===== src/design/arfc_pkg.sv =====
// constants shared by the converter result and reference control block
// assumes a 32-bit classic wishbone slave port, byte address map
//
// Overview of operation
// - With a repeat count of one each 12-bit sample is the result, refreshed after every conversion.
// - Justify select 0 puts the sample in bits 11:0, 1 puts it in bits 15:4 when the repeat count is one.
// - Result bits not used by alignment or accumulation read as zero.
// - The repeat count field selects summing 4, 8 or 16 samples into an unsigned result.
// - With repeat above one the result updates only after the last sample of the series.
// - Input select codes map to port pins from zero up, then the temperature sensor, 11001 to 11111 ground.
// - Reference control bit 2 enables the temperature sensor; disabled, its channel is meaningless.
// - Reference control bit 4 selects 1.5 V when 0 and the higher level when 1.
package arfc_pkg;
    // byte addresses
    localparam logic [7:0] ADDR_INPUT_SEL  = 8'hBB;
    localparam logic [7:0] ADDR_REF_CTRL   = 8'hD1;
    localparam logic [7:0] ADDR_RES_HIGH   = 8'hC0;
    localparam logic [7:0] ADDR_RES_LOW    = 8'hC4;
    localparam logic [7:0] ADDR_CONV_CTRL  = 8'hC8;
    localparam logic [7:0] ADDR_CONV_CFG   = 8'hCC;
    // reset values
    localparam logic [4:0] RST_INPUT_SEL   = 5'h1F;
    localparam logic [7:0] RST_REF_CTRL    = 8'h00;
    // field positions
    localparam int         BIT_JUSTIFY     = 2;
    localparam int         BIT_TEMP_EN     = 2;
    localparam int         BIT_REF_LEVEL   = 4;
    localparam int         BIT_REF_SOURCE  = 3;
    localparam int         POS_REPEAT      = 1;
    // input select decode
    localparam logic [4:0] SEL_TEMP        = 5'h18;
    localparam logic [4:0] SEL_GND_FIRST   = 5'h1A;
    localparam logic [4:0] PIN_COUNT       = 5'h18;
    // repeat count field codes
    typedef enum logic [1:0] {
        ARFC_RPT1  = 2'h0,
        ARFC_RPT4  = 2'h1,
        ARFC_RPT8  = 2'h2,
        ARFC_RPT16 = 2'h3
    } arfc_rpt_t;
endpackage


===== src/design/arfc_accum.sv =====
// sample accumulator with series counter
// assumes sampleValid pulses one cycle per finished conversion
`timescale 1ns/1ps
module arfc_accum (
    input  wire logic                clk_sys,
    input  wire logic                arst_n,
    input  wire arfc_pkg::arfc_rpt_t repeatCode,
    input  wire logic                sampleValid,
    input  wire logic [11:0]         sample,
    output logic                     sumDone,
    output logic [15:0]              sum
);
    import arfc_pkg::*;

    typedef struct packed {
        logic [15:0] acc;
        logic [3:0]  count;
        logic        done;
        logic [15:0] sum;
    } arfc_acc_st_t;

    arfc_acc_st_t st;
    arfc_acc_st_t next_st;
    logic [3:0]   lastIdx;
    logic [15:0]  base;

    // last sample index of a series
    always_comb begin
        unique case (repeatCode)
            ARFC_RPT1:  lastIdx = 4'h0;
            ARFC_RPT4:  lastIdx = 4'h3;
            ARFC_RPT8:  lastIdx = 4'h7;
            ARFC_RPT16: lastIdx = 4'hF;
        endcase
    end

    // sum samples, publish only at series end
    always_comb begin
        next_st = st;
        next_st.done = 1'b0;
        // first sample of series starts from zero
        base = (st.count == 4'h0) ? 16'h0000 : st.acc;
        if (sampleValid) begin
            next_st.acc = base + {4'h0, sample};
            if (st.count >= lastIdx) begin
                next_st.sum   = base + {4'h0, sample};
                next_st.done  = 1'b1;
                next_st.count = 4'h0;
            end else begin
                next_st.count = st.count + 4'h1;
            end
        end
    end

    always_ff @(posedge clk_sys or negedge arst_n) begin
        if (!arst_n) begin
            st <= '0;
        end else begin
            st <= next_st;
        end
    end

    assign sumDone = st.done;
    assign sum     = st.sum;
endmodule


===== src/design/arfc_top.sv =====
// converter result formatting and reference control, wishbone slave
// assumes a synchronous converter core giving a pulse per sample
`timescale 1ns/1ps
module arfc_top (
    input  wire logic        clk_sys,
    input  wire logic        arst_n,
    input  wire logic        wb_cyc_i,
    input  wire logic        wb_stb_i,
    input  wire logic        wb_we_i,
    input  wire logic [7:0]  wb_adr_i,
    input  wire logic [3:0]  wb_sel_i,
    input  wire logic [31:0] wb_dat_i,
    output logic [31:0]      wb_dat_o,
    output logic             wb_ack_o,
    input  wire logic        sampleValid,
    input  wire logic [11:0] sample,
    output logic [4:0]       inputSelect,
    output logic [4:0]       pinSelect,
    output logic             pinRouted,
    output logic             tempRouted,
    output logic             groundRouted,
    output logic             tempSensorEnable,
    output logic             referenceLevelSelect,
    output logic             referenceSourceSelect,
    output logic [7:0]       referenceControl,
    output logic             resultUpdated
);
    import arfc_pkg::*;

    typedef struct packed {
        logic [4:0]  inSel;
        logic [7:0]  refCtl;
        logic [7:0]  convCtl;
        logic [7:0]  convCfg;
        logic [15:0] result;
        logic        updated;
        logic        ack;
        logic [31:0] rdata;
    } arfc_st_t;

    arfc_st_t    st;
    arfc_st_t    next_st;
    logic        sumDone;
    logic [15:0] sum;
    logic        justify;
    arfc_rpt_t   repeatCode;
    logic        access;
    logic        lane0;
    logic [7:0]  rdByte;
    logic [15:0] formatted;

    assign justify    = st.convCtl[BIT_JUSTIFY];
    assign repeatCode = arfc_rpt_t'(st.convCfg[POS_REPEAT +: 2]);

    // series accumulator
    arfc_accum u_accum (
        .clk_sys     (clk_sys),
        .arst_n      (arst_n),
        .repeatCode  (repeatCode),
        .sampleValid (sampleValid),
        .sample      (sample),
        .sumDone     (sumDone),
        .sum         (sum)
    );

    // alignment: left only for single samples, unused bits zero
    always_comb begin
        if (justify && repeatCode == ARFC_RPT1) begin
            formatted = {sum[11:0], 4'h0};
        end else begin
            formatted = sum;
        end
    end

    // read mux for one byte register
    always_comb begin
        unique case (wb_adr_i)
            ADDR_INPUT_SEL: rdByte = {3'h0, st.inSel};
            ADDR_REF_CTRL:  rdByte = st.refCtl;
            ADDR_RES_HIGH:  rdByte = st.result[15:8];
            ADDR_RES_LOW:   rdByte = st.result[7:0];
            ADDR_CONV_CTRL: rdByte = st.convCtl;
            ADDR_CONV_CFG:  rdByte = st.convCfg;
            default:        rdByte = 8'h00;
        endcase
    end

    assign access = wb_cyc_i & wb_stb_i & ~st.ack;
    assign lane0  = wb_sel_i[0];

    // register writes, result capture, bus answer
    always_comb begin
        next_st = st;
        next_st.ack = access;
        next_st.updated = 1'b0;
        if (access) begin
            next_st.rdata = {24'h000000, rdByte};
        end
        if (access && wb_we_i && lane0) begin
            unique case (wb_adr_i)
                ADDR_INPUT_SEL: next_st.inSel   = wb_dat_i[4:0];
                ADDR_REF_CTRL:  next_st.refCtl  = wb_dat_i[7:0];
                ADDR_CONV_CTRL: next_st.convCtl = wb_dat_i[7:0];
                ADDR_CONV_CFG:  next_st.convCfg = wb_dat_i[7:0];
                default: ;
            endcase
        end
        // result bytes refresh once per finished series
        if (sumDone) begin
            next_st.result  = formatted;
            next_st.updated = 1'b1;
        end
    end

    always_ff @(posedge clk_sys or negedge arst_n) begin
        if (!arst_n) begin
            st        <= '0;
            st.inSel  <= RST_INPUT_SEL;
            st.refCtl <= RST_REF_CTRL;
        end else begin
            st <= next_st;
        end
    end

    assign wb_ack_o = st.ack;
    assign wb_dat_o = st.rdata;
    assign resultUpdated = st.updated;

    // channel routing decode
    assign inputSelect  = st.inSel;
    assign pinRouted    = st.inSel < PIN_COUNT;
    assign pinSelect    = pinRouted ? st.inSel : 5'h00;
    assign tempRouted   = st.inSel == SEL_TEMP;
    assign groundRouted = st.inSel >= SEL_GND_FIRST
                          || st.inSel == SEL_TEMP + 5'h01;

    // reference control outputs
    assign tempSensorEnable      = st.refCtl[BIT_TEMP_EN];
    assign referenceLevelSelect  = st.refCtl[BIT_REF_LEVEL];
    assign referenceSourceSelect = st.refCtl[BIT_REF_SOURCE];
    assign referenceControl      = st.refCtl;
endmodule


===== config.mk =====
export PLATFORM = sky130hd
export DESIGN_NAME = arfc_top
export DESIGN_NICKNAME = d
export VERILOG_FILES = /design/src/design/arfc_pkg.sv /design/src/design/arfc_accum.sv /design/src/design/arfc_top.sv
export SDC_FILE = /design/constraint.sdc
export NUM_CORES = 1
export LEC_CHECK = 0
export BUFFER_PORTS_ARGS = -buffer_cell sky130_fd_sc_hd__buf_2
export CAP_MARGIN = 10
export CORE_MARGIN = 4
export CORE_UTILIZATION = 49
export DETAILED_ROUTE_END_ITERATION = 7
export PLACE_DENSITY_LB_ADDON = 0.25
export SETUP_SLACK_MARGIN = 0.5
export SLEW_MARGIN = 20
export SYNTH_ARGS = -nofsm -noshare
export SYNTH_HDL_FRONTEND = slang
export SYNTH_SLANG_ARGS = --single-unit

===== constraint.sdc =====
create_clock -name clk_sys -period 3.3 [get_ports clk_sys]
set_clock_uncertainty 0.15 [all_clocks]
set_input_delay 0.825 -clock clk_sys [delete_from_list [all_inputs] [get_ports clk_sys]]
set_output_delay 0.825 -clock clk_sys [all_outputs]
set_load 0.02 [all_outputs]

Word-level counts from Yosys, hierarchy flattened:

Index checks and enable logic that the tools add are counted.

* bits in registers: 92
* bits in latches: 0
* memory bits (writable): 0
* ROM bits: 0
* bits of input ports: 62
* word-level logic and storage cells: 51
* memories: 0

* $add $sub $neg: 2
* $mul: 0
* div/mod/pow operators: 0
* magnitude comparators: 3
* eq/ne operators: 11
* shift operators: 0
* multiplexer cells: 9
* bitwise logic cells: 3
* reduce and logical (&&, ||, !) cells: 11

Operators with widths (count)
* == test 8 bit, second input constant: 6
* one-hot mux 8 bit (6 select lines): 1
* 2-to-1 mux 17 bit: 2
* 2-to-1 mux 16 bit: 2
* adder 16 x 12 -> 16 bit: 1
* one-hot mux 4 bit (4 select lines): 1
* == test 5 bit, second input constant: 2
* AND reduction 2 bit: 5
* >= comparator 5 bit, second input constant: 1
* less-than comparator 5 bit, second input constant: 1
* 2-to-1 mux 5 bit: 1
* adder 4 x 1 -> 4 bit, second input constant: 1
* == test 2 bit, second input constant: 2
* >= comparator 4 bit: 1
* zero test 4 bit: 1
* 2-to-1 mux 4 bit: 1
* logical AND 1 bit: 3
* AND 1 bit: 2
* == test 2 x 1 -> 1 bit, second input constant: 1
* zero test 2 bit: 1
* logical OR 1 bit: 1
* 2-to-1 mux 1 bit: 1
* inverter 1 bit: 1

Logic depth before layout (Yosys ltp):

Gate-level depths: netlist of run 1.

* depth after elaboration: 5
* gate-level depth with buffers: 13
* gate-level depth less buffers: 12

Cells and area by module:

From an unflattened synthesis of run 1, not the netlist that was laid out.

* cell total of the unflattened synthesis: 541
* area total of the unflattened synthesis: 5524.0 sq um

By module, submodules not included
* arfc_top: times used 1, cells an instance 289, area an instance 3034.2 sq um, sequential area each 1382.6 sq um
* arfc_accum: times used 1, cells an instance 252, area an instance 2489.9 sq um, sequential area each 925.9 sq um

Least setup slack after synthesis of run 1:

Ideal clock, no wire load.

* path type: reg-to-reg
* from: register u_accum.st[17] (netlist name)
* to: register u_accum.st[31] (netlist name)
* arrival time: 3305 ps
* path slack: -279 ps
* cell stages (with the launch flop): 14
* buffers on the path: 1
* clock period less this slack: 3579 ps
* cell sequence: dfrtp_1 > inv_1 > ha_1 > nor3b_1 > clkbuf_1 > nor2b_1 > ha_1 > fa_1 > a211oi_2 > o21bai_1 > a221oi_2 > o21ai_1 > xor2_1 > mux2_2

* longest elaborated chain between the ends: 3

RTL lines
* start, declared: RTL line arfc_accum.sv:22 `arfc_acc_st_t st;`
* start signal, assigned: RTL line arfc_accum.sv:59 `st <= next_st;`
* zero test 4 bit: RTL line arfc_accum.sv:42 `base = (st.count == 4'h0) ? 16'h0000 : st.acc;`
* 2-to-1 mux 16 bit: RTL line arfc_accum.sv:42
* adder 16 x 12 -> 16 bit: RTL line arfc_accum.sv:44 `next_st.acc = base + {4'h0, sample};`

No other way between the ends.
A chain may end at the register's enable or synchronous reset.

Final worst setup path of run 1:

* from: register u_accum.st[17] (netlist name)
* to: register u_accum.st (netlist bit u_accum.sum[10])

* longest elaborated chain between the ends: 3
* elaborated cells between the ends (all ways): 5
* classes of those cells: 1 x add/sub; 1 x order compare; 1 x mux; 2 x reduce/logical

RTL lines
* zero test 4 bit: RTL line arfc_accum.sv:42
* 2-to-1 mux 16 bit: RTL line arfc_accum.sv:42
* adder 16 x 12 -> 16 bit: RTL line arfc_accum.sv:46 `next_st.sum = base + {4'h0, sample};`

Parallel ways exist; a longest one is shown, timed or not.

==> results.toml, run 1 <==
[global_route]
grt_pass1_wl_um = 18350
grtUsageTotal_pct = 18.02
grt_max_degree = 49
grt_pass1_vias = 3783
antenna_found_initial = 0
globalRouteOverflowTotal = 0

[floorplan]
start_util_pct = 50.57
core_um2 = 10370
die_w_um = 111.5
rows = 37
ioPinCount = 120
dieArea_um2 = 12420
die_y_um = 111.5

[logic_synthesis]
ys.flop_type = "dfrtp_1"
ys_seq_elements = 92
ys_warn_count = 0
synth_edf_count = 0
syn_avg_cell_area_um2 = 10.28
yosysUniqueCellTypes = 61
synth_cells = 510
ys_seq_area_share_pct = 44.02
synthesis.area_um2 = 5244
synth-async-reset-ratio_pct = 100.0

[hold_path]
holdCritPathClass = "primary input to async pin"

[detailed_routing]
viasPerCell = 5.313
routed_wl_um = 11480
vias = 3815
dr.pass1.iters = 6
drc_errors = 0
wl_per_cell_um = 15.98
drtAntennaViolNets = 0
drt_iter0_drc = 220

[clock_network]
cts_hold_buf = 0
cts_tree = "yes"
cts.clk_slew.worst_paths_ns = 0.11
htreeDepth = 3
insertion_delay_ns = 0.37
clk_path_buf_depth = 2
ctsRootBufferMaster = "clkbuf_8"
cts_inserted_buffers = 9
clock-sinks = 92

[sta]
setup_tns_ns = 0
max_freq_mhz = 338.8
setup_viol_count_final = 0
hold_viol = 0
slew_headroom_pct = 39.75
rsz0062_at_grt = "true"
min_period_over_period_pct = 89.45
fin_crit_ns = 2.952
worstMarginPinSlew_ns = 0.9037
setup_slack_ns = 0.3482
slew_violations = 0

[critical_path]
path_cells = "inv_2 -> ha_4 -> nor3b_4 -> nor2b_1 -> ha_2 -> fa_2 -> a211oi_4 -> o21bai_4 -> a221oi_4 -> o21ai_1 -> xor2_1 -> mux2_4"
crit_type = "register to register"
critical_path_peak_fanout = 2
cpPeakStageDelay_ns = 0.40
arrival_ns = 3.05
slowest_stage = "dfrtp_1"
cp-end-kind = "register"
critPathLaunchType = "register"
required_ns = 3.40

[placed_design]
dp.cells = 678
pre_cts_ws_ns = 0.1535
portBuffers = 68
globalplace.congestion = 0.8794
hpwl_um = 7950

[layout]
antenna_cells = 0
nNetsFinal = 658
final_cells = 718
area_growth_pct = 19.23
final_util_pct = 60.29
fillers = 843
layout-drive-gt1-share_pct = 32.47

[power_and_ir_drop]
leakagePower_nw = 3.016
peakVddDrop_mv = 0.2400
powerDensity_nw_per_um2 = 368.9

[run]
drv_cap = 0

[status]
status = "finished clean"
## worst paths after layout
kind / slack, ns / cells after the start / end / from
max: 0.35 / 12 / u_accum.sum[10] / u_accum.st[17]
min in group clk_sys: 0.34 / 2 / u_accum.st[30] / u_accum.st[30]
min reg2reg: 0.34 / 2 / u_accum.st[30] / u_accum.st[30]
min: 0.31 / 1 / wb_ack_o / arst_n
max reg2reg: 0.35 / 12 / u_accum.sum[10] / u_accum.st[17]
max in group asynchronous: 1.98 / 2 / inputSelect[3] / arst_n
## cell type report
cell class / count / area (um^2) / share of cell area, %
Multi-Input combinational cell: 361 / 2893 / 46.27
Sequential cell: 92 / 2308 / 36.92
Timing Repair Buffer: 98 / 625.6 / 10.01
Tap cell: 136 / 170.2 / 2.722
Clock buffer: 10 / 127.6 / 2.041
Clock inverter: 6 / 71.32 / 1.141
Inverter: 15 / 56.30 / 0.9005
## cells in the final DEF, fill, tap and decap left out, types with 5 or more instances in the layout
cell,count
dfstp_2,5
ha_1,8
inv_1,10
dfrtp_1,87
nor3_1,5
mux2_1,29
buf_2,67
a21oi_1,18
conb_1,24
ha_4,8
nand3_1,10
inv_2,5
clkbuf_8,9
o21ai_1,18
a22o_1,10
o22ai_1,5
mux2_4,5
mux2i_1,16
buf_4,24
a22oi_1,7
nor2b_1,13
nor2_1,28
nand2_1,62
mux4_2,6
o21ai_0,6
## sequential cells by signal, summed over array words and instances, names as in the netlist, 2 cells and up
register	flops
u_accum.st	20
wb_dat_o	8
referenceControl	8
u_accum.sum	16
st	29
repeatCode	2
inputSelect	5
## cells in the mapped netlist, drive strengths merged (2+ instances only)
cell type  number  area (um^2)
dfrtp          87         2177
nand2          65        246.5
buf            55        387.9
mux2           37        416.7
nor2           30        115.1
o21ai          27        135.1
a21oi          23        118.9
ha             18        225.2
nor2b          18        112.6
mux2i          16        160.2
inv            15        56.30
nand3          12        70.07
a22o           10        87.58
clkbuf         10        37.54
a22oi           7        52.55
mux4            6        135.1
nor3            6        35.03
xnor2           6        52.55
dfstp           5        131.4
o22ai           5        31.28
a211oi          4        40.03
a21o            4        31.28
and2            4        25.02
and3            4        26.28
nand4           4        40.04
xor2            4        35.03
o21bai          3        22.52
o31ai           3        22.52
a211o           2        17.52
a31oi           2        18.77
nand4b          2        32.53
o221ai          2        17.52
or2             2        12.51
## kinds of logic (layout without fill, tap and decap cells)
kind of cell               after synthesis  count (layout)  synth area share [%]
DFF                                     92              92                 44.02
and+or+nand+nor                        153             153                 14.60
muxes                                   59              59                 13.58
other                                    1              24               0.07151
xor gates and xnor gates                10              10                 1.670
AOI/OAI and AO/OA                       96              96                 12.19
adders and majority gates               19              19                 4.677
buffers and inverters                   80             129                 9.186
## timing repair
action / in CTS / in global routing
buffers inserted: 13 / 10
cloned: 0 / 1
setup endpoints to repair: 21 / 23
pin swaps: 15 / 31
resized for setup: 21 / 40
## worst max-delay path, delay by kind of cell (launching register included)
kind	cells	cell delay, ns
AOI/OAI and AO/OA	4	0.81
xor gates and xnor gates	1	0.16
adders and majority gates	3	0.69
buffers and inverters	1	0.09
DFF	1	0.40
muxes	1	0.26
and+or+nand+nor	2	0.29
## per-stage QoR
| stage | power (mW) | area [um^2] | hold slack, ns |
|---|---|---|---|
| after global placement | 1.503 | 5528 | 0.3106 |
| after floorplan | 1.437 | 5393 | 0.2770 |
| after detailed placement | 1.511 | 5528 | 0.3176 |
| final | 2.307 | 6252 | 0.3060 |
| after global routing | 2.414 | 6252 | 0.3482 |
| after CTS | 2.305 | 5942 | 0.3178 |
## power breakdown
group | leakage [nW] | switching [mW] | total, mW | internal [mW]
registers | 1.18 | 0.0448 | 1.23 | 1.19
logic | 1.74 | 0.175 | 0.304 | 0.130
clock network | 0.0935 | 0.414 | 0.771 | 0.357
## metal layers
layer	part of all wire, %	routed length (um)	track usage, %
met5	0	0	0
met2	52	6014	31.04
met4	1.8	201	5.515
met3	4.5	511	4.022
met1	41	4746	22.72
Note: power is estimated with default switching activity, not from simulation.
==> run 2, diff against run 1 <==
--- a/config.mk
+++ b/config.mk
@@ -5,10 +5,11 @@
 export SDC_FILE = /design/constraint.sdc
 export NUM_CORES = 1
 export LEC_CHECK = 0
+export ABC_AREA = 1
 export BUFFER_PORTS_ARGS = -buffer_cell sky130_fd_sc_hd__buf_2
 export CAP_MARGIN = 10
 export CORE_MARGIN = 4
-export CORE_UTILIZATION = 49
+export CORE_UTILIZATION = 50
 export DETAILED_ROUTE_END_ITERATION = 7
 export PLACE_DENSITY_LB_ADDON = 0.25
 export SETUP_SLACK_MARGIN = 0.5
==> run 2 against run 1 <==
Sequential power about the same. Clock power up 7.0%. Final area down 3.7%. Routed wire length up 3.1%. Highest routed layer unchanged. Clock-buffer cell count up 2. Non-clock buffer count down 22. Critical path depth up 3. Power down 2.1%. Die area up 2.9%.
==> results.toml, run 2 <==
[detailed_routing]
drtAntennaViolNets = 0
routed_wl_um = 11830
wl_per_cell_um = 12.94
viasPerCell = 4.931
vias = 4507
drc_errors = 0
dr.pass1.iters = 5
drt_iter0_drc = 377

[sta]
setup_viol_count_final = 0
slew_violations = 0
min_period_over_period_pct = 79.45
setup_slack_ns = 0.6780
slew_headroom_pct = 42.73
fin_crit_ns = 2.622
max_freq_mhz = 381.4
worstMarginPinSlew_ns = 0.8591
rsz0062_at_grt = "false"
setup_tns_ns = 0
hold_viol = 0

[logic_synthesis]
ys_warn_count = 0
ys_seq_area_share_pct = 41.83
synth_most_common_cell = "nand2_1"
synth-async-reset-ratio_pct = 100.0
synth_top_cells_by_count = "nand2_1, dfrtp_1, inv_1"
synthTopCellsByArea = "dfrtp_1, nand2_1, buf_4"
yosysTopAreaCellShare_pct = 39.45
synth_largest_area_cell = "dfrtp_1"
synthesis.area_um2 = 5519
yosysUniqueCellTypes = 39
syn_avg_cell_area_um2 = 7.644
synth_edf_count = 0
synth_cells = 722
ys.flop_type = "dfrtp_1"
ys_seq_elements = 92

[floorplan]
die_y_um = 113.1
ioPinCount = 120
die_w_um = 113.1
dieArea_um2 = 12780
start_util_pct = 50.91
core_um2 = 10840
rows = 38

[power_and_ir_drop]
powerDensity_nw_per_um2 = 375.2
clockPowerShare_pct = 36.5
netSwitchingPower_mw = 0.5693
power_mw = 2.259
leakagePower_nw = 3.345
pwr-share-seq_pct = 53.5
sw_frac_of_total_pct = 25.20
p_comb_share_pct = 10.0
internal-power_mw = 1.690
peakVddDrop_mv = 0.2265

[placed_design]
hpwl_um = 9091
pre_cts_ws_ns = 0.5036
globalplace.congestion = 0.9031
portBuffers = 68

[critical_path]
rrSetupSlack_ns = 0.68
required_ns = 3.40
r2r-start = "u_accum.st[17]"
critical_path_peak_fanout = 10
r2r_end = "u_accum.sum[12]"
ff2ff_path_depth = 15
crit_type = "register to register"
cp-end-kind = "register"
arrival_ns = 2.73
critPathLaunchType = "register"

[global_route]
grt_pass1_wl_um = 20430
antenna_found_initial = 0
grt_pass1_vias = 4393
grt_max_degree = 49
globalRouteOverflowTotal = 0
grtUsageTotal_pct = 19.61

[layout]
antenna_cells = 0
area_growth_pct = 9.114
largest_reg_flops = 29
regMostFlops = "st"
final_common_cell = "nand2_1"
nNetsFinal = 850
layout-drive-gt1-share_pct = 18.86
layout_common_cells = "nand2_1, dfrtp_1, inv_1"

[hold_path]
holdCritPathClass = "primary input to async pin"

[clock_network]
cts_hold_buf = 0
cts.clk_slew.worst_paths_ns = 0.09
cts_inserted_buffers = 9
clk_path_buf_depth = 2
ctsRootBufferMaster = "clkbuf_8"
htreeDepth = 3
clock-sinks = 92
insertion_delay_ns = 0.36
cts_tree = "yes"

[run]
drv_cap = 0

[status]
status = "finished clean"
==> run 2: cell count changes in the layout (fill, tap and decap cells not counted), sizes merged, moves of 6 or more <==
cell	before	now
a21oi	23	7
a22o	10	0
a22oi	7	0
buf	97	76
inv	17	80
mux2	37	0
mux2i	16	0
mux4	6	0
nand2	65	229
nand3	12	59
nor2	30	60
nor2b	18	0
o21ai	27	65
==> run 2: logic make-up (layout without fill, tap and decap cells) <==
group / Yosys count / count (layout) / share of synthesized area [%]
other cells: 1 / 24 / 0.06795
flops: 92 / 92 / 41.83
xor+xnor: 9 / 9 / 1.428
compound gates: 88 / 88 / 9.680
fa+ha+maj: 19 / 19 / 4.444
buf+inv: 143 / 172 / 13.38
simple gates: 370 / 370 / 29.18
==> run 2: worst max path at each step <==
| stage | start | endpoint | slack, ns |
|---|---|---|---|
| floorplan | u_accum.st[17] | u_accum.st[29] | 0.59 |
| global placement | u_accum.st[17] | u_accum.sum[12] | 0.56 |
| detailed placement | u_accum.st[17] | u_accum.st[30] | 0.50 |
| CTS | u_accum.st[17] | u_accum.sum[12] | 0.50 |
| global route | u_accum.st[17] | u_accum.sum[12] | 0.51 |
| finish | u_accum.st[17] | u_accum.sum[12] | 0.68 |
==> run 2: cell type report <==
cell class | instances | area, um^2
clock buffer | 12 | 145.1
fill | 1032 | 4818
sequential | 92 | 2308
timing repair buffer | 76 | 419.2
clock inverter | 4 | 72.57
multi-input combinational | 510 | 2599
inverter | 80 | 302.8
tap | 140 | 175.2
==> run 2: metrics by stage <==
| stage | instances | utilization (%) | hold WS, ns | instance area, um^2 |
|---|---|---|---|---|
| global placement | 895 | 52.91 | 0.3092 | 5736 |
| detailed placement | 895 | 52.91 | 0.3150 | 5736 |
| floorplan | 745 | - | 0.2656 | 5605 |
| CTS | 911 | 54.99 | 0.3287 | 5961 |
| finish | 914 | 55.55 | 0.3227 | 6022 |
| global route | 914 | 55.55 | 0.3577 | 6022 |
==> run 2: timing repair <==
| action | CTS | global route |
|---|---|---|
| resized for setup | 1 | 12 |
| endpoints found under the hold margin | 0 | 0 |
| endpoints found under the setup margin | 2 | 23 |
| setup buffers | 0 | 3 |
==> run 2: layer usage <==
layer | GRT usage, % | wire length [um]
met5 | 0 | 0
met1 | 25.80 | 5337
met2 | 33.21 | 5700
met4 | 6.651 | 196
met3 | 2.941 | 592
==> run 2: power by group through the flow <==
stage                     Clock [mW]  Sequential [mW]  Combinational [mW]
after CTS                      0.851             1.21               0.227
after detailed placement           0             1.23               0.226
after floorplan                    0             1.22               0.170
after global placement             0             1.23               0.221
final                          0.825             1.21               0.225
after global routing           0.901             1.22               0.258
==> run 2: worst max-delay path, cell delays in order (launching register included) <==
cell     delay [ns]
dfrtp_1        0.41
inv_2          0.09
ha_2           0.19
nand2_4        0.11
inv_4          0.10
buf_6          0.13
nor2_1         0.05
ha_1           0.31
or2_2          0.29
and2_1         0.19
nand2_1        0.06
nand2_1        0.11
nand2_2        0.10
nand3_1        0.08
nand3_1        0.10
nand2_1        0.05
